==> src/sps_defines.svh <==
// Offsets, field positions, reset values and timing counts of the supervisor
// Function
// - Overload figure grows only while torque exceeds the base, 10..120%.
// - Overload figure at 100% turns the warning into the continuous alarm.
// - Overload warning raised once figure reaches the warning level.
// - After servo-off the power stage keeps switching for the off delay.
// - Holding brake engages before the delayed power stage switch-off.
// - Dynamic brake mode 0..3 selects brake or coast, then hold or release.
// - Emergency method 0 stops per brake mode, torque command held at zero.
// - Emergency method 1 decelerates to stop using emergency stop torque.
// - Torque control mode never uses the emergency stop torque deceleration.
// - Warnings whose bit is set in the 16-bit mask are suppressed.
// - Mask bits 0..7 map to the eight individual warnings.
// - Mask bit 14 suppresses the index pulse loss alarm.
// - Each phase holds a signed current offset, -1000..1000, reset zero.
// - Peak regeneration limit applies only with the external resistor.
// - Each phase offset is subtracted from its measured current.
`ifndef SPS_DEFINES_SVH
`define SPS_DEFINES_SVH

`define SPS_IDX_OVL_BASE   16'h200f
`define SPS_IDX_WARN_LVL   16'h2010
`define SPS_IDX_OFF_DELAY  16'h2011
`define SPS_IDX_BRK_MODE   16'h2012
`define SPS_IDX_EMERGENCY_HALT_INPUT_METH 16'h2013
`define SPS_IDX_WARN_MASK  16'h2014
`define SPS_IDX_OFS_A      16'h2015
`define SPS_IDX_OFS_B      16'h2016
`define SPS_IDX_OFS_C      16'h2017
`define SPS_IDX_CTRL       16'h2100
`define SPS_IDX_STATUS     16'h2101
`define SPS_IDX_CLEAR      16'h2102
`define SPS_IDX_ENABLE     16'h2103
`define SPS_IDX_ACC        16'h2104
`define SPS_IDX_WARN_OUT   16'h2105

`define SPS_RST_OVL_BASE   16'h0064
`define SPS_RST_WARN_LVL   16'h0032
`define SPS_RST_OFF_DELAY  16'h000a
`define SPS_RST_BRK_MODE   16'h0000
`define SPS_RST_EMERGENCY_HALT_INPUT_METH 16'h0001
`define SPS_RST_WARN_MASK  16'h0000
`define SPS_RST_OFS        16'h0000
`define SPS_RST_CTRL       3'h4

`define SPS_CTRL_SERVO_ON  0
`define SPS_CTRL_TQ_MODE   1
`define SPS_CTRL_REGEN_EXT 2
`define SPS_CTRL_ALM_RST   3

`define SPS_EV_WARN        0
`define SPS_EV_ALARM       1
`define SPS_EV_INDEX       2
`define SPS_EV_EMERGENCY_HALT_INPUT       3
`define SPS_EV_STOPPED     4

`define SPS_MSK_OVL_WARN   4
`define SPS_MSK_EMERGENCY_HALT_INPUT_WARN 7
`define SPS_MSK_INDEX      14

`define SPS_ACC_FULL       20'h003e8
`define SPS_PCT_SCALE      20'h0000a
`define SPS_MS_NS          1000000
`define SPS_CLK_NS         50

`endif

==> src/sps_pkg.sv <==
// Types shared by the servo protection and stop supervisor
package sps_pkg;

  typedef enum logic [1:0] {
    SPS_RUN,
    SPS_DELAY,
    SPS_STOP
  } sps_phase_t;

  typedef logic [1:0] sps_resp_t;

endpackage

==> src/sps_supervisor.sv <==
// Servo protection and stop sequencing with an AXI4-Lite register slave
//
// Chosen here: the AXI4-Lite register port.
`timescale 1ns/1ps
`include "sps_defines.svh"

module sps_supervisor
  import sps_pkg::*;
#(
  parameter int CYC_PER_MS = `SPS_MS_NS / `SPS_CLK_NS,
  parameter int ACC_TICK   = `SPS_MS_NS / `SPS_CLK_NS
) (
  input  wire logic        I_SYS_CLK,
  input  wire logic        I_RST,
  input  wire logic [17:0] I_AWADDR,
  input  wire logic        I_AWVALID,
  output logic             O_AWREADY,
  input  wire logic [31:0] I_WDATA,
  input  wire logic [3:0]  I_WSTRB,
  input  wire logic        I_WVALID,
  output logic             O_WREADY,
  output logic [1:0]       O_BRESP,
  output logic             O_BVALID,
  input  wire logic        I_BREADY,
  input  wire logic [17:0] I_ARADDR,
  input  wire logic        I_ARVALID,
  output logic             O_ARREADY,
  output logic [31:0]      O_RDATA,
  output logic [1:0]       O_RRESP,
  output logic             O_RVALID,
  input  wire logic        I_RREADY,
  input  wire logic [15:0] I_TORQUE_FB,
  input  wire logic        I_MOTOR_STOPPED,
  input  wire logic [15:0] I_CUR_A,
  input  wire logic [15:0] I_CUR_B,
  input  wire logic [15:0] I_CUR_C,
  input  wire logic        I_FWD_LIMIT,
  input  wire logic        I_REV_LIMIT,
  input  wire logic        I_EMERGENCY_HALT,
  input  wire logic        I_INDEX_LOSS,
  input  wire logic [7:0]  I_WARN_RAW,
  output logic             O_PWM_EN,
  output logic             O_BRAKE_ENGAGE,
  output logic             O_DYNAMIC_BRAKE,
  output logic             O_TORQUE_ZERO,
  output logic             O_EMERGENCY_HALT_INPUT_DECEL,
  output logic [7:0]       O_WARNINGS,
  output logic             O_OVL_ALARM,
  output logic             O_INDEX_ALARM,
  output logic             O_REGEN_PEAK_EN,
  output logic [15:0]      O_CUR_A,
  output logic [15:0]      O_CUR_B,
  output logic [15:0]      O_CUR_C,
  output logic             O_IRQ
);

  localparam logic [19:0] MS_LAST  = 20'(CYC_PER_MS - 1);
  localparam logic [19:0] ACC_LAST = 20'(ACC_TICK - 1);
  localparam sps_resp_t   R_OKAY   = 2'h0;
  localparam sps_resp_t   R_SLVERR = 2'h2;

  typedef struct packed {
    logic        awrdy;
    logic        wrdy;
    logic        arrdy;
    logic        aw_ok;
    logic        w_ok;
    logic [15:0] aw_idx;
    logic [15:0] wdata;
    logic [1:0]  wstrb;
    logic        bvalid;
    sps_resp_t   bresp;
    logic        rvalid;
    logic [31:0] rdata;
    sps_resp_t   rresp;
    logic [15:0] base;
    logic [15:0] level;
    logic [15:0] delay;
    logic [15:0] brk_mode;
    logic [15:0] meth;
    logic [15:0] mask;
    logic [15:0] ofs_a;
    logic [15:0] ofs_b;
    logic [15:0] ofs_c;
    logic [2:0]  ctrl;
    logic [4:0]  status;
    logic [4:0]  enable;
    logic [2:0]  lim_f;
    logic [2:0]  lim_r;
    logic [2:0]  halt;
    logic [1:0]  idx;
    logic [7:0]  warn_s1;
    logic [7:0]  warn_s2;
    logic [19:0] acc_cnt;
    logic [15:0] acc;
    logic        ovl_warn;
    logic        ovl_alarm;
    sps_phase_t  st;
    logic [19:0] ms_cnt;
    logic [15:0] delay_ms;
    logic        pwm_en;
    logic        brake;
    logic        db;
    logic        tq_zero;
    logic        decel;
    logic [7:0]  warnings;
    logic        idx_alarm;
    logic        regen_peak;
    logic [15:0] cur_a;
    logic [15:0] cur_b;
    logic [15:0] cur_c;
    logic        irq;
  } sps_regs_t;

  sps_regs_t   q;
  sps_regs_t   d;
  logic        wr_go;
  logic        wr_hit;
  logic        rd_hit;
  logic [15:0] rd_val;
  logic [15:0] tq_abs;
  logic        above;
  logic [19:0] lvl_pct;
  logic        trig;
  logic        eff_decel;
  logic        stop_req;
  logic [4:0]  ev;
  logic [7:0]  warn_vec;
  logic [15:0] corr_a;

  function automatic logic [15:0] merge16(input logic [15:0] old,
                                          input logic [15:0] nw,
                                          input logic [1:0]  strb);
    merge16 = {strb[1] ? nw[15:8] : old[15:8], strb[0] ? nw[7:0] : old[7:0]};
  endfunction

  assign corr_a = I_CUR_A - q.ofs_a;

  //////////////////////////////////////////////////////////////////////////////
  always_comb begin
    d = q;
    wr_go = 1'b0;
    wr_hit = 1'b1;
    rd_hit = 1'b1;
    rd_val = 16'h0000;
    ev = 5'h00;
    // The second stage of each synchroniser feeds logic; the third stage of the limit and halt ones feeds only the edge detect
    d.lim_f = {q.lim_f[1:0], I_FWD_LIMIT};
    d.lim_r = {q.lim_r[1:0], I_REV_LIMIT};
    d.halt = {q.halt[1:0], I_EMERGENCY_HALT};
    d.idx = {q.idx[0], I_INDEX_LOSS};
    d.warn_s1 = I_WARN_RAW;
    d.warn_s2 = q.warn_s1;

    // Write channel: address and data taken in either order
    if (q.awrdy && I_AWVALID) begin
      d.aw_ok = 1'b1;
      d.aw_idx = I_AWADDR[17:2];
    end
    if (q.wrdy && I_WVALID) begin
      d.w_ok = 1'b1;
      d.wdata = I_WDATA[15:0];
      d.wstrb = I_WSTRB[1:0];
    end
    if (q.aw_ok && q.w_ok && !q.bvalid) begin
      wr_go = 1'b1;
      d.aw_ok = 1'b0;
      d.w_ok = 1'b0;
      d.bvalid = 1'b1;
    end else if (q.bvalid && I_BREADY) begin
      d.bvalid = 1'b0;
    end
    d.awrdy = !d.aw_ok && !d.bvalid;
    d.wrdy = !d.w_ok && !d.bvalid;

    if (wr_go) begin
      unique case (q.aw_idx)
        `SPS_IDX_OVL_BASE:   d.base = merge16(q.base, q.wdata, q.wstrb);
        `SPS_IDX_WARN_LVL:   d.level = merge16(q.level, q.wdata, q.wstrb);
        `SPS_IDX_OFF_DELAY:  d.delay = merge16(q.delay, q.wdata, q.wstrb);
        `SPS_IDX_BRK_MODE:   d.brk_mode = merge16(q.brk_mode, q.wdata,
                                                  q.wstrb);
        `SPS_IDX_EMERGENCY_HALT_INPUT_METH: d.meth = merge16(q.meth, q.wdata, q.wstrb);
        `SPS_IDX_WARN_MASK:  d.mask = merge16(q.mask, q.wdata, q.wstrb);
        `SPS_IDX_OFS_A:      d.ofs_a = merge16(q.ofs_a, q.wdata,
                                               q.wstrb);
        `SPS_IDX_OFS_B:      d.ofs_b = merge16(q.ofs_b, q.wdata, q.wstrb);
        `SPS_IDX_OFS_C:      d.ofs_c = merge16(q.ofs_c, q.wdata, q.wstrb);
        `SPS_IDX_CTRL: begin
          if (q.wstrb[0]) begin
            d.ctrl = q.wdata[2:0];
          end
        end
        `SPS_IDX_CLEAR, `SPS_IDX_STATUS, `SPS_IDX_ACC, `SPS_IDX_WARN_OUT: ;
        `SPS_IDX_ENABLE: begin
          if (q.wstrb[0]) begin
            d.enable = q.wdata[4:0];
          end
        end
        default: wr_hit = 1'b0;
      endcase
      d.bresp = wr_hit ? R_OKAY : R_SLVERR;
    end

    // Read channel: one read in flight, data one cycle after address
    unique case (I_ARADDR[17:2])
      `SPS_IDX_OVL_BASE:   rd_val = q.base;
      `SPS_IDX_WARN_LVL:   rd_val = q.level;
      `SPS_IDX_OFF_DELAY:  rd_val = q.delay;
      `SPS_IDX_BRK_MODE:   rd_val = q.brk_mode;
      `SPS_IDX_EMERGENCY_HALT_INPUT_METH: rd_val = q.meth;
      `SPS_IDX_WARN_MASK:  rd_val = q.mask;
      `SPS_IDX_OFS_A:      rd_val = q.ofs_a;
      `SPS_IDX_OFS_B:      rd_val = q.ofs_b;
      `SPS_IDX_OFS_C:      rd_val = q.ofs_c;
      `SPS_IDX_CTRL:       rd_val = {13'h0000, q.ctrl};
      `SPS_IDX_STATUS:     rd_val = {11'h000, q.status};
      `SPS_IDX_CLEAR:      rd_val = 16'h0000;
      `SPS_IDX_ENABLE:     rd_val = {11'h000, q.enable};
      `SPS_IDX_ACC:        rd_val = q.acc;
      `SPS_IDX_WARN_OUT:   rd_val = {q.ovl_alarm, q.idx_alarm, 6'h00,
                                     q.warnings};
      default:             rd_hit = 1'b0;
    endcase
    if (q.arrdy && I_ARVALID) begin
      d.arrdy = 1'b0;
      d.rvalid = 1'b1;
      d.rdata = {16'h0000, rd_val};
      d.rresp = rd_hit ? R_OKAY : R_SLVERR;
    end else if (q.rvalid && I_RREADY) begin
      d.rvalid = 1'b0;
      d.arrdy = 1'b1;
    end

    ////////////////////////////////////////////////////////////////////////////
    // Overload figure in 0.1% steps; base and level are whole percent
    tq_abs = I_TORQUE_FB[15] ? 16'(-I_TORQUE_FB) : I_TORQUE_FB;
    above = {4'h0, tq_abs} > 20'({4'h0, q.base} * `SPS_PCT_SCALE);
    lvl_pct = 20'({4'h0, q.level} * `SPS_PCT_SCALE);
    d.acc_cnt = (q.acc_cnt == ACC_LAST) ? 20'h00000 : q.acc_cnt + 20'h00001;
    if (q.acc_cnt == ACC_LAST) begin
      // Cooling down below the base keeps the warning honest over time
      if (above && {4'h0, q.acc} < `SPS_ACC_FULL) begin
        d.acc = q.acc + 16'h0001;
      end else if (!above && q.acc != 16'h0000) begin
        d.acc = q.acc - 16'h0001;
      end
    end
    if ({4'h0, q.acc} >= `SPS_ACC_FULL) begin
      d.ovl_alarm = 1'b1;
    end else if (wr_go && q.aw_idx == `SPS_IDX_CTRL && q.wstrb[0] &&
                 q.wdata[`SPS_CTRL_ALM_RST]) begin
      d.ovl_alarm = 1'b0;
    end
    // Warning yields to the alarm, and follows the level otherwise
    d.ovl_warn = !d.ovl_alarm &&
                 ({4'h0, q.acc} >= lvl_pct);

    ////////////////////////////////////////////////////////////////////////////
    // Emergency handling
    trig = q.lim_f[1] || q.lim_r[1] || q.halt[1];
    eff_decel = q.meth[0] && !q.ctrl[`SPS_CTRL_TQ_MODE];
    stop_req = !q.ctrl[`SPS_CTRL_SERVO_ON] || q.ovl_alarm ||
               (trig && !eff_decel);

    unique case (q.st)
      SPS_RUN: begin
        if (stop_req) begin
          d.st = SPS_DELAY;
          d.ms_cnt = 20'h00000;
          d.delay_ms = q.delay;
        end
      end
      SPS_DELAY: begin
        // Drive stays on while the holding brake takes the load
        if (q.delay_ms == 16'h0000) begin
          d.st = SPS_STOP;
          ev[`SPS_EV_STOPPED] = 1'b1;
        end else if (q.ms_cnt == MS_LAST) begin
          d.ms_cnt = 20'h00000;
          d.delay_ms = q.delay_ms - 16'h0001;
        end else begin
          d.ms_cnt = q.ms_cnt + 20'h00001;
        end
      end
      SPS_STOP: begin
        if (!stop_req) begin
          d.st = SPS_RUN;
        end
      end
    endcase

    d.pwm_en = d.st != SPS_STOP;
    d.brake = d.st != SPS_RUN;
    d.db = 1'b0;
    if (d.st == SPS_STOP) begin
      unique case (q.brk_mode[1:0])
        2'h0: d.db = 1'b1;
        2'h1: d.db = !I_MOTOR_STOPPED;
        2'h2: d.db = 1'b0;
        2'h3: d.db = I_MOTOR_STOPPED;
      endcase
    end
    d.tq_zero = trig && !eff_decel;
    d.decel = trig && eff_decel && q.st == SPS_RUN;

    // Warning bits 4 and 7 are produced here, the rest come from pins
    warn_vec = q.warn_s2;
    warn_vec[`SPS_MSK_OVL_WARN] = q.ovl_warn;
    warn_vec[`SPS_MSK_EMERGENCY_HALT_INPUT_WARN] = q.halt[1];
    d.warnings = warn_vec & ~q.mask[7:0];
    d.idx_alarm = q.idx[1] && !q.mask[`SPS_MSK_INDEX];
    d.regen_peak = q.ctrl[`SPS_CTRL_REGEN_EXT];
    d.cur_a = corr_a;
    d.cur_b = I_CUR_B - q.ofs_b;
    d.cur_c = I_CUR_C - q.ofs_c;

    ////////////////////////////////////////////////////////////////////////////
    // Sticky status; a new event wins over a clear in the same cycle
    ev[`SPS_EV_WARN] = d.ovl_warn && !q.ovl_warn;
    ev[`SPS_EV_ALARM] = d.ovl_alarm && !q.ovl_alarm;
    ev[`SPS_EV_INDEX] = d.idx_alarm && !q.idx_alarm;
    // Any rise of the synchronised trigger counts, whatever the stop method
    ev[`SPS_EV_EMERGENCY_HALT_INPUT] = trig && !(q.lim_f[2] || q.lim_r[2] || q.halt[2]);
    d.status = q.status;
    if (wr_go && q.aw_idx == `SPS_IDX_CLEAR && q.wstrb[0]) begin
      d.status = q.status & ~q.wdata[4:0];
    end
    d.status = d.status | ev;
    d.irq = |(d.status & d.enable);
  end

  //////////////////////////////////////////////////////////////////////////////
  always_ff @(posedge I_SYS_CLK or posedge I_RST) begin
    if (I_RST) begin
      q <= '0;
      q.awrdy <= 1'b1;
      q.wrdy <= 1'b1;
      q.arrdy <= 1'b1;
      q.base <= `SPS_RST_OVL_BASE;
      q.level <= `SPS_RST_WARN_LVL;
      q.delay <= `SPS_RST_OFF_DELAY;
      q.brk_mode <= `SPS_RST_BRK_MODE;
      q.meth <= `SPS_RST_EMERGENCY_HALT_INPUT_METH;
      q.mask <= `SPS_RST_WARN_MASK;
      q.ofs_a <= `SPS_RST_OFS;
      q.ofs_b <= `SPS_RST_OFS;
      q.ofs_c <= `SPS_RST_OFS;
      q.ctrl <= `SPS_RST_CTRL;
      q.st <= SPS_STOP;
      q.brake <= 1'b1;
      q.db <= 1'b1;
    end else begin
      q <= d;
    end
  end

  assign O_AWREADY       = q.awrdy;
  assign O_WREADY        = q.wrdy;
  assign O_BRESP         = q.bresp;
  assign O_BVALID        = q.bvalid;
  assign O_ARREADY       = q.arrdy;
  assign O_RDATA         = q.rdata;
  assign O_RRESP         = q.rresp;
  assign O_RVALID        = q.rvalid;
  assign O_PWM_EN        = q.pwm_en;
  assign O_BRAKE_ENGAGE  = q.brake;
  assign O_DYNAMIC_BRAKE = q.db;
  assign O_TORQUE_ZERO   = q.tq_zero;
  assign O_EMERGENCY_HALT_INPUT_DECEL   = q.decel;
  assign O_WARNINGS      = q.warnings;
  assign O_OVL_ALARM     = q.ovl_alarm;
  assign O_INDEX_ALARM   = q.idx_alarm;
  assign O_REGEN_PEAK_EN = q.regen_peak;
  assign O_CUR_A         = q.cur_a;
  assign O_CUR_B         = q.cur_b;
  assign O_CUR_C         = q.cur_c;
  assign O_IRQ           = q.irq;
endmodule

==> config.mk <==
export PLATFORM = sky130hd
export DESIGN_NAME = sps_supervisor
export DESIGN_NICKNAME = d
export VERILOG_FILES = /design/src/sps_pkg.sv /design/src/sps_supervisor.sv
export VERILOG_INCLUDE_DIRS = /design/src
export SDC_FILE = /design/constraint.sdc
export NUM_CORES = 1
export LEC_CHECK = 0
export ABC_AREA = 0
export BUFFER_PORTS_ARGS = -buffer_cell sky130_fd_sc_hd__clkbuf_2
export CORE_MARGIN = 5
export CORE_UTILIZATION = 55
export DETAILED_ROUTE_END_ITERATION = 8
export PLACE_DENSITY_LB_ADDON = 0.3
export SYNTH_ARGS = -nofsm -noshare
export SYNTH_HDL_FRONTEND = slang
export SYNTH_SLANG_ARGS = --single-unit
==> constraint.sdc <==
create_clock -name I_SYS_CLK -period 26.5 [get_ports I_SYS_CLK]
set_input_delay 3.975 -clock I_SYS_CLK [delete_from_list [all_inputs] [get_ports I_SYS_CLK]]
set_output_delay 3.975 -clock I_SYS_CLK [all_outputs]
set_load 0.05 [all_outputs]
# Yosys cells after proc, flatten, opt, wreduce, memory -nomap -nowiden
# Cells that the tools add are included.
[totals]
ff_bits = 383
latchBits = 0
mem_bits_rw = 0
mem_bits_ro = 0
input_bits = 156
output_inout_bits = 106
wordCells = 240
mem_count = 0
[classes]
add_sub_neg = 9
n_mul = 2
n_div = 0
n_lt_le_gt_ge = 4
n_eq_ne = 42
shifts = 0
mux = 38
bitwise = 6
n_reduce_logical = 80
[ops]
columns = ["operator", "count"]
rows = [
  ["$eq A16 B14 Y1 const B", 30],
  ["$pmux W16 S14", 1],
  ["$pmux W36 S2", 1],
  ["$mux W16", 4],
  ["$reduce_and A3 Y1", 20],
  ["$sub A16 B16 Y16", 3],
  ["$add A20 B1 Y20 const B", 2],
  ["$eq A20 B15 Y1 const B", 2],
  ["$mux W20", 2],
  ["$mul A16 B3 Y19 const B", 2],
  ["$mux W38", 1],
  ["$mux W36", 1],
  ["$sub A16 B1 Y16 const B", 2],
  ["$reduce_or A15 Y1", 2],
  ["$logic_and A1 B1 Y1", 26],
  ["$ge A16 B20 Y1", 1],
  ["$gt A16 B20 Y1", 1],
  ["$mux W5", 4],
  ["$mux W1", 17],
  ["$add A16 B1 Y16 const B", 1],
  ["$ge A16 B10 Y1 const B", 1],
  ["$logic_not A16 Y1", 1],
  ["$lt A16 B10 Y1 const B", 1],
  ["$neg A16 Y16", 1],
  ["19 further kinds", 54],
]

# Depth between registers and ports, before layout
[logic_depth]
ltp_word = 14
depth_mapped = 28
ltp_nobuf = 28

# Worst setup path before layout
# No wires, ideal clock.
[synth_timing]
kind = "input to register"
from = "input I_TORQUE_FB[5]"
to = "register q[114] in the netlist's numbering"
setup_time_ns = 0.095
arrival_ns = 8.763
t_required_ns = 26.405
path_slack_ns = 17.641
stages = 23
n_path_buf = 0
path_cell_list = "nor4_1 > nand2_1 > or2_2 > o41ai_1 > xnor2_1 > ha_1 > nand4_1 > a211oi_1 > o21bai_1 > a211oi_1 > o2111ai_1 > or3_1 > or2_2 > ha_1 > nor2b_1 > o21ai_0 > a21boi_0 > o21a_1 > o211ai_1 > a21boi_0 > o21a_1 > o21a_1 > o31ai_1"
[synth_between]
elab_chain_len = 7
[synth_rtl]
columns = ["item", "line_no", "text"]
rows = [
  ["from (decl)", "sps_supervisor.sv:32", "input wire logic [15:0] I_TORQUE_FB,"],
  ["$neg A16 Y16", "sps_supervisor.sv:237", "tq_abs = I_TORQUE_FB[15] ? 16'(-I_TORQUE_FB) : I_TORQUE_FB;"],
  ["$mux W16 *", "sps_supervisor.sv:237", ""],
  ["$gt A16 B20 Y1 *", "sps_supervisor.sv:238", "above = {4'h0, tq_abs} > 20'({4'h0, q.base} * `SPS_PCT_SCALE);"],
  ["$logic_not A1 Y1", "sps_supervisor.sv:245", "end else if (!above && q.acc != 16'h0000) begin"],
  ["$logic_and A1 B1 Y1", "sps_supervisor.sv:245", ""],
  ["$reduce_bool A2 Y1 (no source line)", "-", ""],
  ["$reduce_and A2 Y1 (no source line)", "-", ""],
  ["to (decl)", "sps_supervisor.sv:115", "sps_regs_t q;"],
]
# Every way passes the cells marked *; elsewhere a longest branch is shown, timed or not.
# A chain may end at the register's enable or synchronous reset.

# Worst setup path in the final report
[layout_timing]
from = "input I_TORQUE_FB[3]"
to = "register q[114] in the netlist's numbering"
# The elaborated chain is that of the path after synthesis.

==> results.yml <==
finish:
  seq_area_mm2: 0.00950
  final_core_util: 0.613
  final_common_cell: "sky130_fd_sc_hd__dfrtp_1"
  drive_above_1_share: 0.237
  layout.nets: 2565
  areaGrowthSynthToFinish_pct: 10.8
  area_occupied_by_multi_input_gates_mm2: 0.0111
  layout.cells.most_common_list: "sky130_fd_sc_hd__dfrtp_1, sky130_fd_sc_hd__clkbuf_2, sky130_fd_sc_hd__mux2_2"
  filler_cell_count: 3256
synthesis:
  synthesized_area_divided_by_synthesized_cell_count_um2: 10.4
  yosys.area.top_type: "sky130_fd_sc_hd__dfrtp_1"
  mappedNetlistArea_mm2: 0.0219
  synth_seq_cells: 379
  synth_largest_type_area_fraction: 0.415
  synth_top_cells_by_area: "sky130_fd_sc_hd__dfrtp_1, sky130_fd_sc_hd__mux2_2, sky130_fd_sc_hd__ha_1, sky130_fd_sc_hd__buf_4, sky130_fd_sc_hd__nand2_1"
  synth.distinct_cells: 82
  ys.warnings.count: 0
  asyncSetResetFlopFracSynth: 1.00
  syn_inst: 2112
  number_of_synthesized_flops_with_an_enable_pin: 0
  portion_of_the_post_synthesis_area_used_by_sequential_elements: 0.434
  synth_top_flop_cell: "sky130_fd_sc_hd__dfrtp_1"
critical_path:
  critical_path_peak_fanout: 15
  criticalPathCategory: "input port to register"
  crit_slowest_cell: "sky130_fd_sc_hd__or3_1"
  cp_data_arrival_time_ns: 10.01
  reg2reg_depth: 27
  crit_top_cell: "sky130_fd_sc_hd__o21a_1"
  timing.critical_path.required_ns: 26.95
  ff2ff_setup_slack_ns: 19.27
  type_of_destination_of_the_critical_path: "register"
  r2r_start: "q[309]$_DFFE_PP0P_"
  start_kind: "input port"
  critical_path.max_stage_delay_ns: 0.47
  crit-reg2reg-capture: "q[114]$_DFFE_PP0P_"
  worstPathCellList: "clkbuf_2 -> nor4_1 -> nand2_1 -> or2_2 -> o41ai_1 -> xnor2_1 -> ha_1 -> nand4_1 -> a211oi_1 -> o21bai_1 -> a211oi_1 -> o2111ai_1 -> or3_1 -> or2_2 -> ha_1 -> nor2b_1 -> o21ai_0 -> a21boi_0 -> o21a_1 -> o211ai_1 -> a21boi_0 -> o21a_1 -> o21a_1 -> o31ai_1"
global_route:
  antenna_found_initial: 2
  grt_first_pass_wirelength_um: 93600
  grt_max_degree: 94
  overflow: 0
  grt_pass1_vias: 16800
  grt.total_usage: 0.268
detailed_routing:
  drt_first_pass_iters: 6
  drt.antenna.violating_nets: 0
  vias_per_cell: 5.97
  drcViolationCount: 0
  totalWireLength_um: 59600
  dr.first_iter.drc_count: 1415
  routed_wire_length_per_instance_um: 21.2
  detailroute.via_count: 16800
power_and_ir_drop:
  pwr_density_cell_mw_per_mm2: 67.7
  vdd.ir_drop.worst_mv: 0.0584
  power.static_leakage_uw: 0.0117
min_path:
  worstHoldEndpoint: "q[146]$_DFF_PP0_"
  hold_path_class: "register to register"
  min_path_cells: 0
  timing.hold.worst.start: "d[146]$_DFF_PP0_"
sta:
  max_freq_mhz: 105
  timing.final.crit_period_ns: 9.56
  timing.clock.skew_ns: 0.0369
  final_sum_of_negative_setup_slack_ns: 0
  post-route-period-util: 0.361
  rsz0062_at_grt: "no"
  tightestPinTransition_ns: 1.19
  slew_headroom: 0.206
  finalHoldViolCount: 0
  setup_viol: 0
  timing_max_transition_violations_final: 0
floorplanning:
  number_of_rows_created_at_floorplan: 73
  core-area_mm2: 0.0395
  ioPinCount: 262
  fp.dieArea_mm2: 0.0439
  initial_utilization: 0.554
  horizontal_extent_of_the_die_um: 210
  die_h_um: 210
placement:
  port-buffer-count: 219
  place_congestion: 0.939
  detailed_place_hpwl_um: 45300
cts:
  clockBufferDepth: 3
  numCtsBuffers: 42
  clock-root-buffer: "sky130_fd_sc_hd__clkbuf_16"
  post-cts-setup-buffer-count: 0
  clk-insertion-delay-late_ns: 0.58
  cts_htree_levels: 2
  clkSlewWorstSetupHoldPaths_ns: 0.06
  tritoncts_clock_tree: "yes"
  cts_repair_resize_count: 0
  cts.sink_count: 379
  holdBufCountCts: 0
flow_run:
  cap_viol_max_count: 0
run_status:
  status: "complete, no violations"
-- flip-flops by register name, summed over array words and instances (netlist names), 8 cells and up --
signal / flops
O_WARNINGS: 8
O_RDATA: 16
O_CUR_A: 16
q: 277
O_CUR_B: 16
d: 14
O_CUR_C: 16
-- worst max path at each step --
stage	startpoint	end
4_1_cts	I_TORQUE_FB[3]	q[114]$_DFFE_PP0P_
3_5_place_dp	I_TORQUE_FB[3]	q[114]$_DFFE_PP0P_
2_1_floorplan	I_RST	O_BRESP[1]$_DFFE_PP0P_
5_1_grt	I_TORQUE_FB[3]	q[114]$_DFFE_PP0P_
3_3_place_gp	I_TORQUE_FB[3]	q[114]$_DFFE_PP0P_
6_report	I_TORQUE_FB[3]	q[114]$_DFFE_PP0P_
-- critical path, delay by kind of cell --
family | cells | cell delay, ns
AOI/OAI and AO/OA | 13 | 2.99
and+or+nand+nor | 7 | 2.10
adders and majority gates | 2 | 0.70
xor gates and xnor gates | 1 | 0.13
buffers and inverters | 1 | 0.11
-- where the power goes --
| group | internal (uW) | switching, uW |
|---|---|---|
| logic | 112 | 212 |
| registers | 636 | 91.1 |
| clock network | 348 | 242 |
-- final cells by class --
| class | instances | share of cell area |
|---|---|---|
| multi-input combinational | 1480 | 0.457 |
| tap | 525 | 0.0271 |
| clock buffer | 61 | 0.0483 |
| inverter | 115 | 0.0181 |
| sequential | 379 | 0.392 |
| antenna | 1 | 0.000103 |
| timing repair buffer | 233 | 0.0495 |
| clock inverter | 16 | 0.00861 |
-- through the flow --
stage          total power (uW)  cell area, um^2  hold slack [ns]  worst slack [ns]  instances
2_1_floorplan               967            22000            0.331             12.02       2129
3_3_place_gp               1040            22900            0.333             16.66       2732
3_5_place_dp               1060            22900            0.335             16.48       2732
4_1_cts                    1650            24300            0.347             17.00       2809
5_1_grt                    1720            24300            0.354             16.41       2809
6_report                   1640            24300            0.345             16.94       2810
-- logic make-up (layout without fill, tap and decap cells) --
kind of cell	count (synthesis)	count (layout)	share of synthesized area
AND/OR/NAND/NOR	573	573	0.131
AO/OA/AOI/OAI	414	414	0.125
flip-flops	379	379	0.434
buffers and inverters	270	425	0.0628
multiplexers	216	216	0.114
adder cells (fa/ha/maj)	158	158	0.0924
XOR/XNOR	101	101	0.0404
other	1	19	0.000171
-- synth_stat cells, types with 15 or more instances --
cell / count
sky130_fd_sc_hd__buf_4: 93
sky130_fd_sc_hd__nand4_1: 22
sky130_fd_sc_hd__and3_1: 29
sky130_fd_sc_hd__nand2b_1: 19
sky130_fd_sc_hd__inv_1: 115
sky130_fd_sc_hd__nand2_1: 156
sky130_fd_sc_hd__clkbuf_1: 38
sky130_fd_sc_hd__nor2_1: 128
sky130_fd_sc_hd__nor4_1: 16
sky130_fd_sc_hd__a22oi_1: 25
sky130_fd_sc_hd__a21o_1: 27
sky130_fd_sc_hd__o31ai_1: 15
sky130_fd_sc_hd__mux2_2: 197
sky130_fd_sc_hd__o21ai_0: 103
sky130_fd_sc_hd__nor2b_1: 35
sky130_fd_sc_hd__o21a_1: 16
sky130_fd_sc_hd__dfrtp_1: 363
sky130_fd_sc_hd__a31oi_1: 19
sky130_fd_sc_hd__buf_1: 15
sky130_fd_sc_hd__dfstp_2: 16
sky130_fd_sc_hd__ha_1: 152
sky130_fd_sc_hd__nand3_1: 55
sky130_fd_sc_hd__nor3_1: 43
sky130_fd_sc_hd__or3_1: 16
sky130_fd_sc_hd__a21oi_1: 83
sky130_fd_sc_hd__xor2_1: 36
sky130_fd_sc_hd__xnor2_1: 65
-- layer usage --
layer,vias to the layer above,global-route usage,part of all wire,wire length (um)
met2,616,0.438,0.47,28000
met3,121,0.0519,0.070,4190
li1,7768,-,-,-
met4,4,0.0938,0.034,2010
met5,-,0,0.00029,17
met1,8257,0.360,0.43,25400
(Power assumes the default switching activity.)
